--- src/design/dch_pkg.sv ---
// package: constants and types for the debug channel handshake block
package dch_pkg;
  // software register selects
  typedef enum logic [1:0] {
    DCH_SEL_CTRL = 2'h0,
    DCH_SEL_TX = 2'h1,
    DCH_SEL_RX = 2'h2,
    DCH_SEL_NONE = 2'h3
  } dch_sel_t;
  // handshake control word bit positions
  localparam int DCH_BIT_RXRDY = 31;
  localparam int DCH_BIT_OVF = 30;
  localparam int DCH_BIT_DL = 29;
  localparam int DCH_BIT_TXRDY = 28;
  // reset values of the flags
  localparam logic DCH_RST_RXRDY = 1'h0;
  localparam logic DCH_RST_OVF = 1'h0;
  localparam logic DCH_RST_DL = 1'h0;
  localparam logic DCH_RST_TXRDY = 1'h0;
  // scan chain layout
  localparam int DCH_SR_W = 36;
  localparam int DCH_SR_FLAG = 0;
  localparam int DCH_SR_VALID = 2;
  localparam int DCH_SR_DATA_LO = 3;
  localparam int DCH_SR_DATA_HI = 34;
  localparam int DCH_SR_DL = 35;
  // link input bundle positions
  localparam int DCH_IN_W = 8;
  localparam int DCH_IN_TCK = 0;
  localparam int DCH_IN_SELRX = 1;
  localparam int DCH_IN_SELTX = 2;
  localparam int DCH_IN_CAP = 3;
  localparam int DCH_IN_SHIFT = 4;
  localparam int DCH_IN_UPD = 5;
  localparam int DCH_IN_TDI = 6;
  localparam int DCH_IN_TRSTN = 7;
  localparam logic [DCH_IN_W-1:0] DCH_IN_RST = 8'h80;
endpackage

--- src/design/dch_handshake.sv ---
// module: debug channel handshake flags, transmit and receive registers
`timescale 1ns/100ps
// What this block does
// - a valid debugger load of the receive register sets receive-ready
// - handler polls receive-ready, reads receive register; that read clears receive-ready
// - a valid word with the download bit sets receive-ready and the download flag
// - debugger load while receive-ready is set raises sticky overflow, bit 30
// - overflow stays set until software writes the control word with bit 30 clear
// - download flag, bit 29, is set only from the link; software writes ignored
// - debugger clears download flag after last word; handler loops until it clears
// - handler writes transmit only when ready clear; that write sets bit 28
// - scanning out data while transmit-ready is set clears transmit-ready
// - flags sit in bits 31 to 28 so a read lands on the condition flags
// - transmit register is 32 bits, software read/write, link read-only, no reset
// - receive register buffers words from the debugger to the handler
// - receive register loads only with valid set and receive-ready clear
module dch_handshake (
  input wire logic clk_in,
  input wire logic resetn_in,
  input wire logic sw_rd_in,
  input wire logic sw_wr_in,
  input wire dch_pkg::dch_sel_t sw_sel_in,
  input wire logic [31:0] sw_wdata_in,
  output logic [31:0] sw_rdata_out,
  output logic sw_rvalid_out,
  input wire logic jtag_tck_in,
  input wire logic jtag_trstn_in,
  input wire logic jtag_sel_rx_in,
  input wire logic jtag_sel_tx_in,
  input wire logic jtag_capture_in,
  input wire logic jtag_shift_in,
  input wire logic jtag_update_in,
  input wire logic jtag_tdi_in,
  output logic jtag_tdo_out
);
  import dch_pkg::*;

  function automatic logic sw_hit(input logic strobe, input dch_sel_t sel, input dch_sel_t want);
    sw_hit = strobe && (sel == want);
  endfunction

  // ----------------------------------------------------------------
  // link input sampling
  // ----------------------------------------------------------------
  logic [DCH_IN_W-1:0] raw;
  logic [DCH_IN_W-1:0] s1_r, s2_r, s3_r, filt_r, filt_nxt;
  logic tck_prev_r;
  assign raw = {jtag_trstn_in, jtag_tdi_in, jtag_update_in, jtag_shift_in,
                jtag_capture_in, jtag_sel_tx_in, jtag_sel_rx_in, jtag_tck_in};

  // a bit only moves once the second and third stages agree, filtering slow edges
  genvar gi;
  generate
    for (gi = 0; gi < DCH_IN_W; gi++) begin : g_filt
      always_comb begin
        filt_nxt[gi] = (s2_r[gi] == s3_r[gi]) ? s3_r[gi] : filt_r[gi];
      end
    end
  endgenerate

  always_ff @(posedge clk_in or negedge resetn_in) begin
    if (!resetn_in) begin
      s1_r <= DCH_IN_RST;
      s2_r <= DCH_IN_RST;
      s3_r <= DCH_IN_RST;
      filt_r <= DCH_IN_RST;
      tck_prev_r <= 1'b0;
    end else begin
      s1_r <= raw;
      s2_r <= s1_r;
      s3_r <= s2_r;
      filt_r <= filt_nxt;
      tck_prev_r <= filt_r[DCH_IN_TCK];
    end
  end

  logic tck_rise, trst_act, sel_rx, sel_tx, do_cap, do_shift, do_upd;
  assign tck_rise = filt_r[DCH_IN_TCK] && !tck_prev_r;
  assign trst_act = !filt_r[DCH_IN_TRSTN];
  assign sel_rx = filt_r[DCH_IN_SELRX];
  assign sel_tx = filt_r[DCH_IN_SELTX];
  assign do_cap = tck_rise && filt_r[DCH_IN_CAP] && (sel_rx || sel_tx);
  assign do_shift = tck_rise && filt_r[DCH_IN_SHIFT] && (sel_rx || sel_tx);
  assign do_upd = tck_rise && filt_r[DCH_IN_UPD];

  // ----------------------------------------------------------------
  // flags, registers and scan chain
  // ----------------------------------------------------------------
  logic rxrdy_r, rxrdy_nxt, ovf_r, ovf_nxt, dl_r, dl_nxt, txrdy_r, txrdy_nxt;
  logic txcap_r, txcap_nxt;
  logic [31:0] tx_r, tx_nxt, rx_r, rx_nxt;
  logic [DCH_SR_W-1:0] sr_r, sr_nxt;
  logic [31:0] rdata_nxt;
  logic rx_load, rx_take, sw_rx_rd, sw_ctrl_wr, sw_tx_wr, txrdy_clr;
  logic [31:0] ctrl_word;

  // each flag at its own position so one read lands on the condition flags
  always_comb begin
    ctrl_word = 32'h00000000;
    ctrl_word[DCH_BIT_RXRDY] = rxrdy_r;
    ctrl_word[DCH_BIT_OVF] = ovf_r;
    ctrl_word[DCH_BIT_DL] = dl_r;
    ctrl_word[DCH_BIT_TXRDY] = txrdy_r;
  end
  assign sw_rx_rd = sw_hit(sw_rd_in, sw_sel_in, DCH_SEL_RX);
  assign sw_ctrl_wr = sw_hit(sw_wr_in, sw_sel_in, DCH_SEL_CTRL);
  assign sw_tx_wr = sw_hit(sw_wr_in, sw_sel_in, DCH_SEL_TX);
  assign rx_load = do_upd && sel_rx && sr_r[DCH_SR_VALID];
  assign rx_take = rx_load && !rxrdy_r;
  // first shift after capturing a set ready bit means the word was read out
  assign txrdy_clr = do_shift && sel_tx && txcap_r;

  always_comb begin
    rxrdy_nxt = rxrdy_r;
    ovf_nxt = ovf_r;
    dl_nxt = dl_r;
    txrdy_nxt = txrdy_r;
    tx_nxt = tx_r;
    rx_nxt = rx_r;
    sr_nxt = sr_r;
    txcap_nxt = txcap_r;
    rdata_nxt = sw_rdata_out;
    if (sw_rx_rd) begin
      rxrdy_nxt = 1'b0;
    end
    if (sw_ctrl_wr) begin
      ovf_nxt = sw_wdata_in[DCH_BIT_OVF];
    end
    if (txrdy_clr) begin
      txrdy_nxt = 1'b0;
    end
    if (sw_tx_wr) begin
      tx_nxt = sw_wdata_in;
      txrdy_nxt = 1'b1;
    end
    // a link event lands after the software clear so the set wins
    if (rx_load) begin
      rxrdy_nxt = 1'b1;
      dl_nxt = sr_r[DCH_SR_DL];
      if (rxrdy_r) begin
        ovf_nxt = 1'b1;
      end
    end
    if (rx_take) begin
      rx_nxt = sr_r[DCH_SR_DATA_HI:DCH_SR_DATA_LO];
    end
    if (do_cap) begin
      sr_nxt = '0;
      if (sel_tx) begin
        sr_nxt[DCH_SR_DATA_HI:DCH_SR_DATA_LO] = tx_r;
        sr_nxt[DCH_SR_FLAG] = txrdy_r;
        txcap_nxt = txrdy_r;
      end else begin
        sr_nxt[DCH_SR_FLAG] = rxrdy_r;
      end
    end else if (do_shift) begin
      sr_nxt = {filt_r[DCH_IN_TDI], sr_r[DCH_SR_W-1:1]};
      txcap_nxt = 1'b0;
    end
    // test reset clears receive-ready, download and txcap_r, leaves the rest
    if (trst_act) begin
      rxrdy_nxt = DCH_RST_RXRDY;
      dl_nxt = DCH_RST_DL;
      txcap_nxt = 1'b0;
    end
    rdata_nxt = 32'h00000000;
    case (sw_sel_in)
      DCH_SEL_CTRL: rdata_nxt = ctrl_word;
      DCH_SEL_TX: rdata_nxt = tx_r;
      DCH_SEL_RX: rdata_nxt = rx_r;
      default: rdata_nxt = 32'h00000000;
    endcase
    if (!sw_rd_in) begin
      rdata_nxt = sw_rdata_out;
    end
  end

  always_ff @(posedge clk_in or negedge resetn_in) begin
    if (!resetn_in) begin
      rxrdy_r <= DCH_RST_RXRDY;
      ovf_r <= DCH_RST_OVF;
      dl_r <= DCH_RST_DL;
      txrdy_r <= DCH_RST_TXRDY;
      txcap_r <= 1'b0;
      sr_r <= '0;
      sw_rdata_out <= 32'h00000000;
      sw_rvalid_out <= 1'b0;
      jtag_tdo_out <= 1'b0;
    end else begin
      rxrdy_r <= rxrdy_nxt;
      ovf_r <= ovf_nxt;
      dl_r <= dl_nxt;
      txrdy_r <= txrdy_nxt;
      txcap_r <= txcap_nxt;
      sr_r <= sr_nxt;
      sw_rdata_out <= rdata_nxt;
      sw_rvalid_out <= sw_rd_in;
      jtag_tdo_out <= sr_nxt[0];
    end
  end

  // data registers keep no reset: contents undefined after reset
  always_ff @(posedge clk_in) begin
    tx_r <= tx_nxt;
    rx_r <= rx_nxt;
  end
endmodule

--- config.mk ---
export PLATFORM = sky130hd
export DESIGN_NAME = dch_handshake
export DESIGN_NICKNAME = d
export VERILOG_FILES = /design/src/design/dch_pkg.sv /design/src/design/dch_handshake.sv
export SDC_FILE = /design/constraint.sdc
export NUM_CORES = 1
export LEC_CHECK = 0
export ABC_AREA = 1
export BUFFER_PORTS_ARGS = -buffer_cell sky130_fd_sc_hd__clkbuf_2
export CAP_MARGIN = 10
export CORE_AREA = 2 2 152 154
export DETAILED_ROUTE_END_ITERATION = 7
export DIE_AREA = 0 0 154 156
export SLEW_MARGIN = 20
export SYNTH_ARGS = -nofsm -noshare
export SYNTH_HDL_FRONTEND = slang
export SYNTH_SLANG_ARGS = --single-unit
--- constraint.sdc ---
create_clock -name clk_in -period 4.03 [get_ports clk_in]
set_clock_uncertainty 0.15 [all_clocks]
set_input_delay 0.403 -clock clk_in [delete_from_list [all_inputs] [get_ports clk_in]]
set_output_delay 0.403 -clock clk_in [all_outputs]
set_load 0.005 [all_outputs]
## Word level (Yosys, flattened, before mapping)

Cells that the tools add are included.

| storage, ports and cells | value |
|---|---|
| logic and storage cells | 77 |
| RAM bits | 0 |
| memories | 0 |
| output and inout port bits | 34 |
| ROM bits | 0 |
| bits in registers | 171 |
| input port bits | 46 |
| latch bits | 0 |

| operators by class | value |
|---|---|
| shift operators | 0 |
| multipliers | 0 |
| equal/unequal tests | 14 |
| bitwise logic cells | 0 |
| div/mod/pow operators | 0 |
| $lt $le $gt $ge | 0 |
| multiplexer cells | 19 |
| add/subtract/negate cells | 0 |
| reduce and logical (&&, ||, !) cells | 21 |

Operators with widths:

| kind | count |
|---|---|
| $pmux W32 S3 | 1 |
| $mux W36 | 2 |
| $mux W32 | 1 |
| $mux W1 | 15 |
| $logic_and A1 B1 Y1 | 14 |
| $eq A1 B1 Y1 | 8 |
| $ne A3 B1 Y1 const B | 2 |
| $reduce_bool A2 Y1 | 2 |
| $ne A3 B3 Y1 const B | 1 |
| $eq A2 B1 Y1 const B | 1 |
| $eq A2 B2 Y1 const B | 1 |
| $logic_not A1 Y1 | 2 |
| $logic_not A2 Y1 | 1 |
| $ne A2 B1 Y1 const B | 1 |
| $reduce_and A2 Y1 | 1 |
| $logic_or A1 B1 Y1 | 1 |

## Longest topological paths before layout

Gate-level depths: netlist (run 1).

| depth | value |
|---|---|
| depth after elaboration | 8 |
| gate-level depth with buffers | 9 |
| gate-level depth less buffers | 8 |

## Worst setup path after synthesis (run 1)

Ideal clock, no wire load.

| timing path | value |
|---|---|
| path kind | flip-flop to flip-flop |
| start | register tck_prev_r |
| end | register rx_r[0], enable pin |
| arrival | 2179 ps |
| buffers on the path | 0 |
| clock period less this slack | 2750 ps |
| required time | 3459 ps |
| setup slack | 1280 ps |
| cell stages (with the launch flop) | 4 |
| path through | dfrtp_1 > nor2_8 > nand4_1 > nor2_1 |

| on the way | value |
|---|---|
| cells in the longest elaborated chain, start to end | 6 |

RTL lines:

| what | RTL line | RTL |
|---|---|---|
| start, declared | dch_handshake.sv:47 | `logic tck_prev_r;` |
| start signal, assigned | dch_handshake.sv:73 | `tck_prev_r <= filt_r[DCH_IN_TCK];` |
| $logic_not A1 Y1 | dch_handshake.sv:78 | `assign tck_rise = filt_r[DCH_IN_TCK] && !tck_prev_r;` |
| $logic_and A1 B1 Y1 | dch_handshake.sv:78 |  |
| $logic_and A1 B1 Y1 | dch_handshake.sv:84 | `assign do_upd = tck_rise && filt_r[DCH_IN_UPD];` |
| $logic_and A1 B1 Y1 (2 in series) | dch_handshake.sv:108 | `assign rx_load = do_upd && sel_rx && sr_r[DCH_SR_VALID];` |
| $logic_and A1 B1 Y1 | dch_handshake.sv:109 | `assign rx_take = rx_load && !rxrdy_r;` |
| via rx_take | dch_handshake.sv:94 | `logic rx_load, rx_take, sw_rx_rd, sw_ctrl_wr, sw_tx_wr, txrdy_clr;` |
| end signal, assigned | dch_handshake.sv:205 | `rx_r <= rx_nxt;` |
| end, declared | dch_handshake.sv:91 | `logic [31:0] tx_r, tx_nxt, rx_r, rx_nxt;` |

The timed path passes the listed nets, and every way through them passes these cells.
A chain may end at the register's enable or synchronous reset.

## Worst setup path in the final report (run 1)

| timing path | value |
|---|---|
| start | register tck_prev_r |
| end | register rx_r[6], enable pin |

Same word-level chain as after synthesis.

==> results.json, run 1 <==
{
  "status": "finished, final reports clean",
  "powerDensity_mw_per_mm2": 530,
  "synth_edf_count": 64,
  "path_clk_slew_ns": 0.06,
  "arrival_ns": 2.20,
  "p_clk_share_pct": 37.5,
  "max_stage_delay_ns": 0.87,
  "vias": 4568,
  "io_pins": 80,
  "maxCapViolCount": 0,
  "path_class": "flip-flop to flip-flop",
  "antenna_found_initial": 0,
  "wire_per_inst_um": 14.9,
  "drt_wl_total_um": 15100,
  "worstPathCellList": "nor2_8 -> nand4_1 -> nor2_4",
  "numPortBuffers": 79,
  "p_int_mw": 3.20,
  "yosysTopAreaCell": "dfrtp_1",
  "async_flop_share_pct": 62.6,
  "p_sw_mw": 1.16,
  "nFillCells": 2198,
  "p_comb_share_pct": 10.8,
  "cpMaxStageDelayCell": "nor2_4",
  "drt_iter0_drc": 383,
  "slew_headroom_pct": 28.9,
  "drive_gt1_share_pct": 18.7,
  "clk_latency_ns": 0.43,
  "syn_inst": 604,
  "avgSynthCellArea_um2": 11.0,
  "synthFlopType": "dfrtp_1",
  "worstMarginPinSlew_ns": 1.06,
  "crit_path_start_kind": "flip-flop",
  "area_delta_synth_final_pct": 23.6,
  "finalSetupViolCount": 0,
  "r2r_end": "rx_r[6]",
  "rsz0062_at_grt": "no",
  "min_path_type": "input port to flip-flop",
  "cts-resized-gates": 0,
  "drc_errors": 0,
  "yosysSeqAreaShare_pct": 69.1,
  "multi_input_area_mm2": 0.00174,
  "yosysUniqueCellTypes": 29,
  "htree_levels": 4,
  "final_util_pct": 36.8,
  "hold_viol": 0,
  "finalWorstPathRequiredPeriod_ns": 2.30,
  "die_height_um": 156,
  "grt_usage_pct": 13.3,
  "worst_r2r_path_depth": 3,
  "startpoint": "tck_prev_r",
  "antenna_left": 0,
  "dp_hpwl_um": 9280,
  "syn_nets": 650,
  "antenna_cells": 0,
  "clock.fmax_ghz": 0.435,
  "clockRootBuffer": "clkbuf_16",
  "slew_violations": 0,
  "ys_top_cells_by_area": "dfrtp_1 (39%), edfxtp_1 (29%), nand2_1 (13%)",
  "firstDrtPassIters": 4,
  "grt_pass1_vias": 4565,
  "finalPower_mw": 4.36,
  "yosys.area.top_type_share_pct": 38.7,
  "pwr-share-seq_pct": 51.6,
  "ir_drop_mv": 0.313,
  "grt_first_pass_wirelength_um": 24700,
  "die_area_mm2": 0.0240,
  "critPathMaxFanout": 32,
  "grt_start_max_net_pins": 108,
  "netlist_area_mm2": 0.00666,
  "grt_overflow": 0,
  "cts_buffers": 17,
  "synth-seq-cells": 171,
  "die_w_um": 154,
  "setup_tns_ns": 0,
  "end_kind": "flip-flop",
  "finalNetCount": 759,
  "initial_core_util_pct": 29.8,
  "clock-sinks": 171,
  "yosys_warnings": 0,
  "fin_crit_sh_pct": 57.1,
  "critical_path_required_ns": 3.93,
  "final-seq-area_mm2": 0.00460,
  "p_sw_share_pct": 26.6,
  "rrSetupSlack_ns": 1.73,
  "rows": 55,
  "postCtsSetupBuffers": 0,
  "clockBufferDepth": 2,
  "endpoint": "rx_r[6]",
  "power.leakage_nw": 3.74,
  "cts_tree": "done",
  "vias_per_cell": 4.52,
  "core_mm2": 0.0224,
  "reg2reg_from": "tck_prev_r",
  "gp_congestion": 0.741
}
[cell families (layout without fill, tap and decap cells)]
| family | count (synthesis) | after routing | synth area share (%) |
|---|---|---|---|
| AND/OR/NAND/NOR | 300 | 300 | 19.1 |
| AO/OA/AOI/OAI | 59 | 59 | 5.73 |
| buffers and inverters | 66 | 188 | 4.77 |
| adder cells (fa/ha/maj) | 8 | 8 | 1.20 |
| flip-flops | 171 | 171 | 69.1 |
[repair_timing]
item	in CTS	in global routing
hold buffers	35	0
endpoints found under the hold margin	137	0
endpoints found under the setup margin	0	0
[worst min-delay path by stage]
stage	slack, ns	to	from	cells after the start
2_1_floorplan	-0.04	dl_r	resetn_in	0
3_3_place_gp	0.18	s2_r[5]	s1_r[5]	0
3_5_place_dp	0.18	s2_r[1]	s1_r[1]	0
4_1_cts	0.0005	tx_r[12]	sw_wdata_in[12]	1
5_1_grt	0.00009	tx_r[13]	sw_wdata_in[13]	1
6_report	0.01	tx_r[13]	sw_wdata_in[13]	1
[flip-flops by register name (all words and copies together) (netlist names)]
name / flops
s1_r: 8
jtag_tdo_out: 1
s3_r: 8
sw_rdata_out: 32
dl_r: 1
rx_r: 32
rxrdy_r: 1
tck_prev_r: 1
filt_r: 8
tx_r: 32
ovf_r: 1
sr_r: 35
s2_r: 8
txcap_r: 1
sw_rvalid_out: 1
txrdy_r: 1
[final cells by class]
| class | count | share of cell area, % |
|---|---|---|
| sequential | 171 | 56.0 |
| clock buffer | 17 | 5.17 |
| inverter | 38 | 1.76 |
| clock inverter | 15 | 1.98 |
| multi-input combinational | 367 | 21.2 |
| timing repair buffer | 118 | 9.61 |
| tap | 285 | 4.33 |
[synthesized netlist by cell type (all sizes together), types with 4 or more instances]
| cell | count |
|---|---|
| dfstp | 4 |
| nand2 | 236 |
| inv | 38 |
| edfxtp | 64 |
| nor2 | 11 |
| clkbuf | 7 |
| o211ai | 28 |
| nand3 | 50 |
| buf | 21 |
| o21ai | 30 |
| dfrtp | 103 |
| maj3 | 8 |
[through the flow]
| step | worst slack [ns] | std cells | instance area (um^2) | hold slack, ns |
|---|---|---|---|---|
| global route | 1.57 | 1011 | 8230 | 0.0000884 |
| finish | 1.73 | 1011 | 8230 | 0.0145 |
| global placement | 1.65 | 944 | 7290 | 0.182 |
| floorplan | 1.28 | 604 | 6660 | -0.0426 |
| CTS | 1.69 | 1011 | 8230 | 0.000505 |
| detailed placement | 1.54 | 944 | 7290 | 0.185 |
[power groups by stage]
stage	combinational, mW	clock [mW]	sequential (mW)
final	0.472	1.64	2.25
after global routing	0.548	1.76	2.28
after CTS	0.484	1.68	2.25
after detailed placement	0.453	0	2.28
after global placement	0.441	0	2.27
after floorplan	0.309	0	2.24
[worst max-delay path: cells and delay by family, from the launching register on]
| family | cells | cell delay (ns) |
|---|---|---|
| and+or+nand+nor | 3 | 1.34 |
| DFF | 1 | 0.42 |
[cell usage in the layout, fill, tap and decap left out, types with 2 or more instances in the layout]
master,instances
o21ai_0,7
maj3_1,8
clkbuf_2,78
bufinv_16,2
o211ai_1,27
dfstp_2,4
edfxtp_1,64
nand2_1,232
nor2_1,4
inv_6,5
nor2_4,4
nand2_4,2
dfrtp_1,103
nand3_1,50
o21ai_1,23
nor2_8,2
clkinv_2,4
dlygate4sd3_1,35
clkbuf_16,17
inv_2,3
nand2_2,2
buf_4,4
inv_1,33
inv_8,2
[metal layers]
layer	up-vias	share of wire, %	routed length (um)	global-route usage, %
li1	2214	-	-	-
met1	2227	46	7010	17.4
met2	107	48	7270	21.7
met4	0	1.5	225	5.12
met5	-	0	0	0
met3	20	3.9	594	2.75
Power figures use the tool's default switching activity.
==> inputs of run 2 (changes only) <==
==> constraint.sdc (replaced) <==
create_clock -name clk_in -period 1.9 [get_ports clk_in]
set_clock_uncertainty 0.15 [all_clocks]
set_input_delay 0.19 -clock clk_in [delete_from_list [all_inputs] [get_ports clk_in]]
set_output_delay 0.19 -clock clk_in [all_outputs]
set_load 0.005 [all_outputs]
==> run 2 against run 1 <==
  * Global-route usage is 0.16 points lower
  * Critical path depth is 1 higher
  * Non-clock buffer count is 21 higher
  * Register-to-register slack worse by 1.5 ns
  * Clock power is 110% higher
  * Setup slack worse by 1.5 ns
  * Count of clock-buffer cells in the layout is 2 higher
  * Worst hold slack better by 0.0099 ns
  * Fmax is 38% higher
  * Core utilization is 1.0 points higher
==> results.json, run 2 (same netlist as run 1, synthesis figures left out) <==
{
  "status": "finished, final reports clean",
  "gp_congestion": 0.807,
  "drt_wl_total_um": 14800,
  "rsz0062_at_grt": "no",
  "setup_ws_ns": 0.228,
  "slew_headroom_pct": 61.6,
  "p_int_mw": 6.84,
  "antenna_found_initial": 0,
  "grt_start_max_net_pins": 36,
  "initial_core_util_pct": 29.8,
  "dpl-instance-area_mm2": 0.00743,
  "crit_buf_inv": 1,
  "worstPathCellList": "nor2_8 -> nand4_1 -> nor2_4 -> buf_12",
  "maxCapViolCount": 0,
  "critical_path_required_ns": 1.87,
  "final_common_cell": "nand2_1",
  "pwr-share-seq_pct": 51.6,
  "grt_first_pass_wirelength_um": 24400,
  "p_comb_share_pct": 11.3,
  "grt_overflow": 0,
  "max_stage_delay_ns": 0.42,
  "core_mm2": 0.0224,
  "slew_violations": 0,
  "postCtsSetupBuffers": 0,
  "drive_gt1_share_pct": 19.4,
  "drc_errors": 0,
  "finalWorstPathRequiredPeriod_ns": 1.67,
  "clockBufferDepth": 2,
  "top_layer_used": "met4",
  "die_height_um": 156,
  "wl_met2_um": 6920,
  "rows": 55,
  "dp_hpwl_um": 9510,
  "finalSetupViolCount": 0,
  "vias": 4563,
  "cts_tree": "done",
  "clock-sinks": 171,
  "critPathMaxFanout": 32,
  "cpMaxStageDelayCell": "dfrtp_1",
  "clk_latency_ns": 0.43,
  "met1Wirelength_um": 7010,
  "arrival_ns": 1.64,
  "cts_buffers": 17,
  "startpoint": "tck_prev_r",
  "wl_met3_um": 665,
  "crit_path_start_kind": "flip-flop",
  "path_clk_slew_ns": 0.06,
  "drt_iter0_drc": 201,
  "p_clk_share_pct": 37.2,
  "hold_viol": 0,
  "wire_per_inst_um": 14.3,
  "layout_common_cells": "nand2_1 (232), dfrtp_1 (103), clkbuf_2 (78)",
  "numPortBuffers": 79,
  "final_util_pct": 37.8,
  "p_sw_mw": 2.41,
  "setup_tns_ns": 0,
  "grt_pass1_vias": 4608,
  "min_path_type": "input port to flip-flop",
  "fin_crit_sh_pct": 88.0,
  "nFillCells": 2179,
  "antenna_cells": 0,
  "regMostFlops": "sr_r",
  "firstDrtPassIters": 4,
  "min_from": "sw_sel_in[0]",
  "ir_drop_mv": 0.618,
  "holdWs_ns": 0.0244,
  "stdcell_area_mm2": 0.00845,
  "io_pins": 80,
  "clockRootBuffer": "clkbuf_16",
  "die_w_um": 154,
  "worstMarginPinSlew_ns": 0.574,
  "reg2reg_from": "tck_prev_r",
  "p_sw_share_pct": 26.0,
  "clock.fmax_ghz": 0.598,
  "grt_usage_pct": 13.1,
  "vias_per_cell": 4.42,
  "antenna_left": 0,
  "finalNetCount": 780,
  "powerDensity_mw_per_mm2": 1090,
  "preCtsSetupSlack_ns": 0.232,
  "die_area_mm2": 0.0240,
  "critPathTopFamily": "simple AND/OR/NAND/NOR gates",
  "largest_register_ffs": 35,
  "power.leakage_nw": 3.84,
  "path_class": "flip-flop to flip-flop",
  "area_delta_synth_final_pct": 26.9,
  "end_kind": "flip-flop",
  "htree_levels": 4
}
run 2: cell types whose count changed in the layout (fill, tap and decap cells not counted):
cell,previous run,this run
dlygate4sd3_1,35,44
buf_4,4,12
buf_12,1,5
clkinv_2,4,1
clkinvlp_4,1,3
inv_8,2,0
clkbuf_1,0,1
clkbuf_8,0,1
clkinv_1,1,2
inv_1,33,34
inv_6,5,4
run 2: final timing paths:
check | endpoint | slack, ns | depth (start not counted)
min in group asynchronous | s1_r[5] | 0.11 | 2
min | ovf_r | 0.02 | 4
max reg2reg | rx_r[27] | 0.23 | 4
max | rx_r[27] | 0.23 | 4
min reg2reg | s2_r[3] | 0.20 | 0
max in group asynchronous | sr_r[31] | 0.85 | 3
run 2: layout make-up:
cell class	count	area, um^2	share of cell area (%)
Sequential cell	171	4600	54.5
Multi-Input combinational cell	367	1740	20.6
Timing Repair Buffer	139	1020	12.1
Clock buffer	19	443	5.24
Tap cell	285	357	4.22
Inverter	38	145	1.72
Clock inverter	13	139	1.64
run 2: worst min-delay path, delay by kind of cell:
kind | cells | cell delay (ns)
AO/OA/AOI/OAI | 1 | 0.08
buffers and inverters | 1 | 0.11
AND/OR/NAND/NOR | 2 | 0.19
run 2: stage by stage:
step | power (mW) | instances
finish | 9.25 | 1032
global route | 9.74 | 1032
CTS | 9.38 | 1032
detailed placement | 5.83 | 956
global placement | 5.78 | 956
floorplan | 5.40 | 604
run 2: power by group through the flow:
| stage | clock (mW) | sequential [mW] | combinational [mW] |
|---|---|---|---|
| floorplan | 0 | 4.74 | 0.655 |
| global placement | 0 | 4.82 | 0.967 |
| detailed placement | 0 | 4.84 | 0.997 |
| CTS | 3.54 | 4.77 | 1.07 |
| global route | 3.69 | 4.84 | 1.22 |
| finish | 3.44 | 4.77 | 1.04 |
run 2: routing by layer:
metal	global-route usage (%)	vias to the layer above
met5	0	-
met3	3.11	17
met4	5.03	0
met2	21.0	108
met1	17.3	2187
li1	-	2251
run 2: what timing repair did:
item	CTS	global route
resized for setup	0	0
endpoints found under the hold margin	132	0
hold buffers	44	0
==> inputs of run 3 (changes only) <==
==> constraint.sdc (replaced) <==
create_clock -name clk_in -period 1.7 [get_ports clk_in]
set_clock_uncertainty 0.15 [all_clocks]
set_input_delay 0.17 -clock clk_in [delete_from_list [all_inputs] [get_ports clk_in]]
set_output_delay 0.17 -clock clk_in [all_outputs]
set_load 0.005 [all_outputs]
==> run 3 against run 2 <==
  * Die area stayed put
  * Total power is 10% higher
  * Routed wire length is 6.4% higher
  * Flip-flop and latch count stayed put
  * Core utilization is 0.82 points higher
  * Global-route usage is 0.28 points higher
  * Sequential share of layout area is 1.2 points lower
  * Largest power group unchanged
==> results.json, run 3 (same netlist as run 1, synthesis figures left out) <==
{
  "rrSetupSlack_ns": 0.05,
  "grt_first_pass_wirelength_um": 24900,
  "clock-sinks": 171,
  "dp_hpwl_um": 9840,
  "vias_per_cell": 4.46,
  "firstDrtPassIters": 5,
  "startpoint": "tck_prev_r",
  "cpMaxStageDelayCell": "dfrtp_1",
  "cp.depth": 5,
  "critPathTopFamily": "simple AND/OR/NAND/NOR gates",
  "rows": 55,
  "grt_overflow": 0,
  "drt_iter0_drc": 402,
  "core_mm2": 0.0224,
  "finalSetupViolCount": 0,
  "regMostFlops": "sr_r",
  "setup_ws_ns": 0.0452,
  "preCtsSetupSlack_ns": 0.0560,
  "ir_drop_mv": 0.690,
  "initial_core_util_pct": 29.8,
  "drive_gt1_share_pct": 21.1,
  "die_w_um": 154,
  "clk_latency_ns": 0.43,
  "powerDensity_mw_per_mm2": 1180,
  "gp_congestion": 0.818,
  "cts_buffers": 17,
  "grt_pass1_vias": 4632,
  "drc_errors": 0,
  "critical_path_required_ns": 1.69,
  "slew_headroom_pct": 75.6,
  "maxCapViolCount": 0,
  "min_path_type": "input port to flip-flop",
  "numPortBuffers": 79,
  "area_delta_synth_final_pct": 29.7,
  "htree_levels": 4,
  "worstPathCellList": "nor2_8 -> nand4_1 -> nor2_4 -> buf_12 -> clkbuf_16",
  "clockRootBuffer": "clkbuf_16",
  "wire_per_inst_um": 15.0,
  "path_class": "flip-flop to flip-flop",
  "worstMarginPinSlew_ns": 0.365,
  "clockBufferDepth": 2,
  "hold_viol": 0,
  "critPathMaxFanout": 8,
  "antenna_cells": 0,
  "max_stage_delay_ns": 0.42,
  "io_pins": 80,
  "grt_start_max_net_pins": 51,
  "clock.fmax_ghz": 0.604,
  "crit_path_start_kind": "flip-flop",
  "power.leakage_nw": 3.93,
  "path_clk_slew_ns": 0.06,
  "r2r_end": "rx_r[22]",
  "grt_usage_pct": 13.4,
  "layout_common_cells": "nand2_1 (232), dfrtp_1 (103), clkbuf_2 (78)",
  "status": "finished, final reports clean",
  "die_area_mm2": 0.0240,
  "end_kind": "flip-flop",
  "cts_tree": "done",
  "final_common_cell": "nand2_1",
  "finalNetCount": 796,
  "finalWorstPathRequiredPeriod_ns": 1.65,
  "antenna_left": 0,
  "worst_r2r_path_depth": 5,
  "endpoint": "rx_r[22]",
  "finalPower_mw": 10.2,
  "slew_violations": 0,
  "final_util_pct": 38.6,
  "crit_buf_inv": 2,
  "die_height_um": 156,
  "fin_crit_sh_pct": 97.3,
  "reg2reg_from": "tck_prev_r",
  "drt_wl_total_um": 15700,
  "setup_tns_ns": 0,
  "vias": 4677,
  "arrival_ns": 1.64,
  "largest_register_ffs": 35,
  "antenna_found_initial": 0
}
-- run 3: stage by stage --
stage | hold slack (ns) | cell area [um^2] | cells
floorplan | -0.276 | 6670 | 604
global placement | -0.113 | 7530 | 964
detailed placement | -0.110 | 7530 | 964
CTS | 0.0334 | 8510 | 1040
global route | 0.0780 | 8640 | 1048
finish | 0.0611 | 8640 | 1048
-- run 3: final cells by class --
cell class                 count  area [um^2]
multi-input combinational    367         1740
clock inverter                13          113
sequential                   171         4600
inverter                      38          148
clock buffer                  19          433
tap                          285          357
timing repair buffer         155         1240
fill                        2133        13700
-- run 3: power breakdown --
part / switching [mW] / internal (mW)
registers: 0.410 / 4.94
logic: 0.694 / 0.548
clock network: 1.69 / 1.91
total: 2.80 / 7.40
-- run 3: per-layer routing --
metal / track usage, % / up-vias / part of all wire, %
met5: 0 / - / 0
met4: 4.41 / 0 / 1.8
met3: 3.78 / 21 / 5.5
met2: 21.6 / 141 / 47
met1: 17.5 / 2221 / 45
li1: - / 2294 / -
-- run 3: repair_timing --
action / in CTS / in global routing
buffers inserted: 0 / 5
endpoints found under the setup margin: 0 / 57
hold buffers: 44 / 0
resized for setup: 0 / 3
endpoints found under the hold margin: 149 / 0
-- run 3: how the worst min path moves through the flow --
stage,slack (ns),start,cells after the start,end
after CTS,0.03,sw_sel_in[0],4,ovf_r
final,0.06,sw_rd_in,3,sw_rdata_out[28]
after global placement,-0.11,resetn_in,1,s1_r[6]
after detailed placement,-0.11,resetn_in,1,s1_r[6]
after global routing,0.08,sw_rd_in,3,sw_rdata_out[28]
after floorplan,-0.28,resetn_in,0,dl_r
-- run 3: tightest hold or removal path: cells and delay by family --
family | cells | cell delay, ns
buf+inv | 1 | 0.22
simple gates | 2 | 0.20
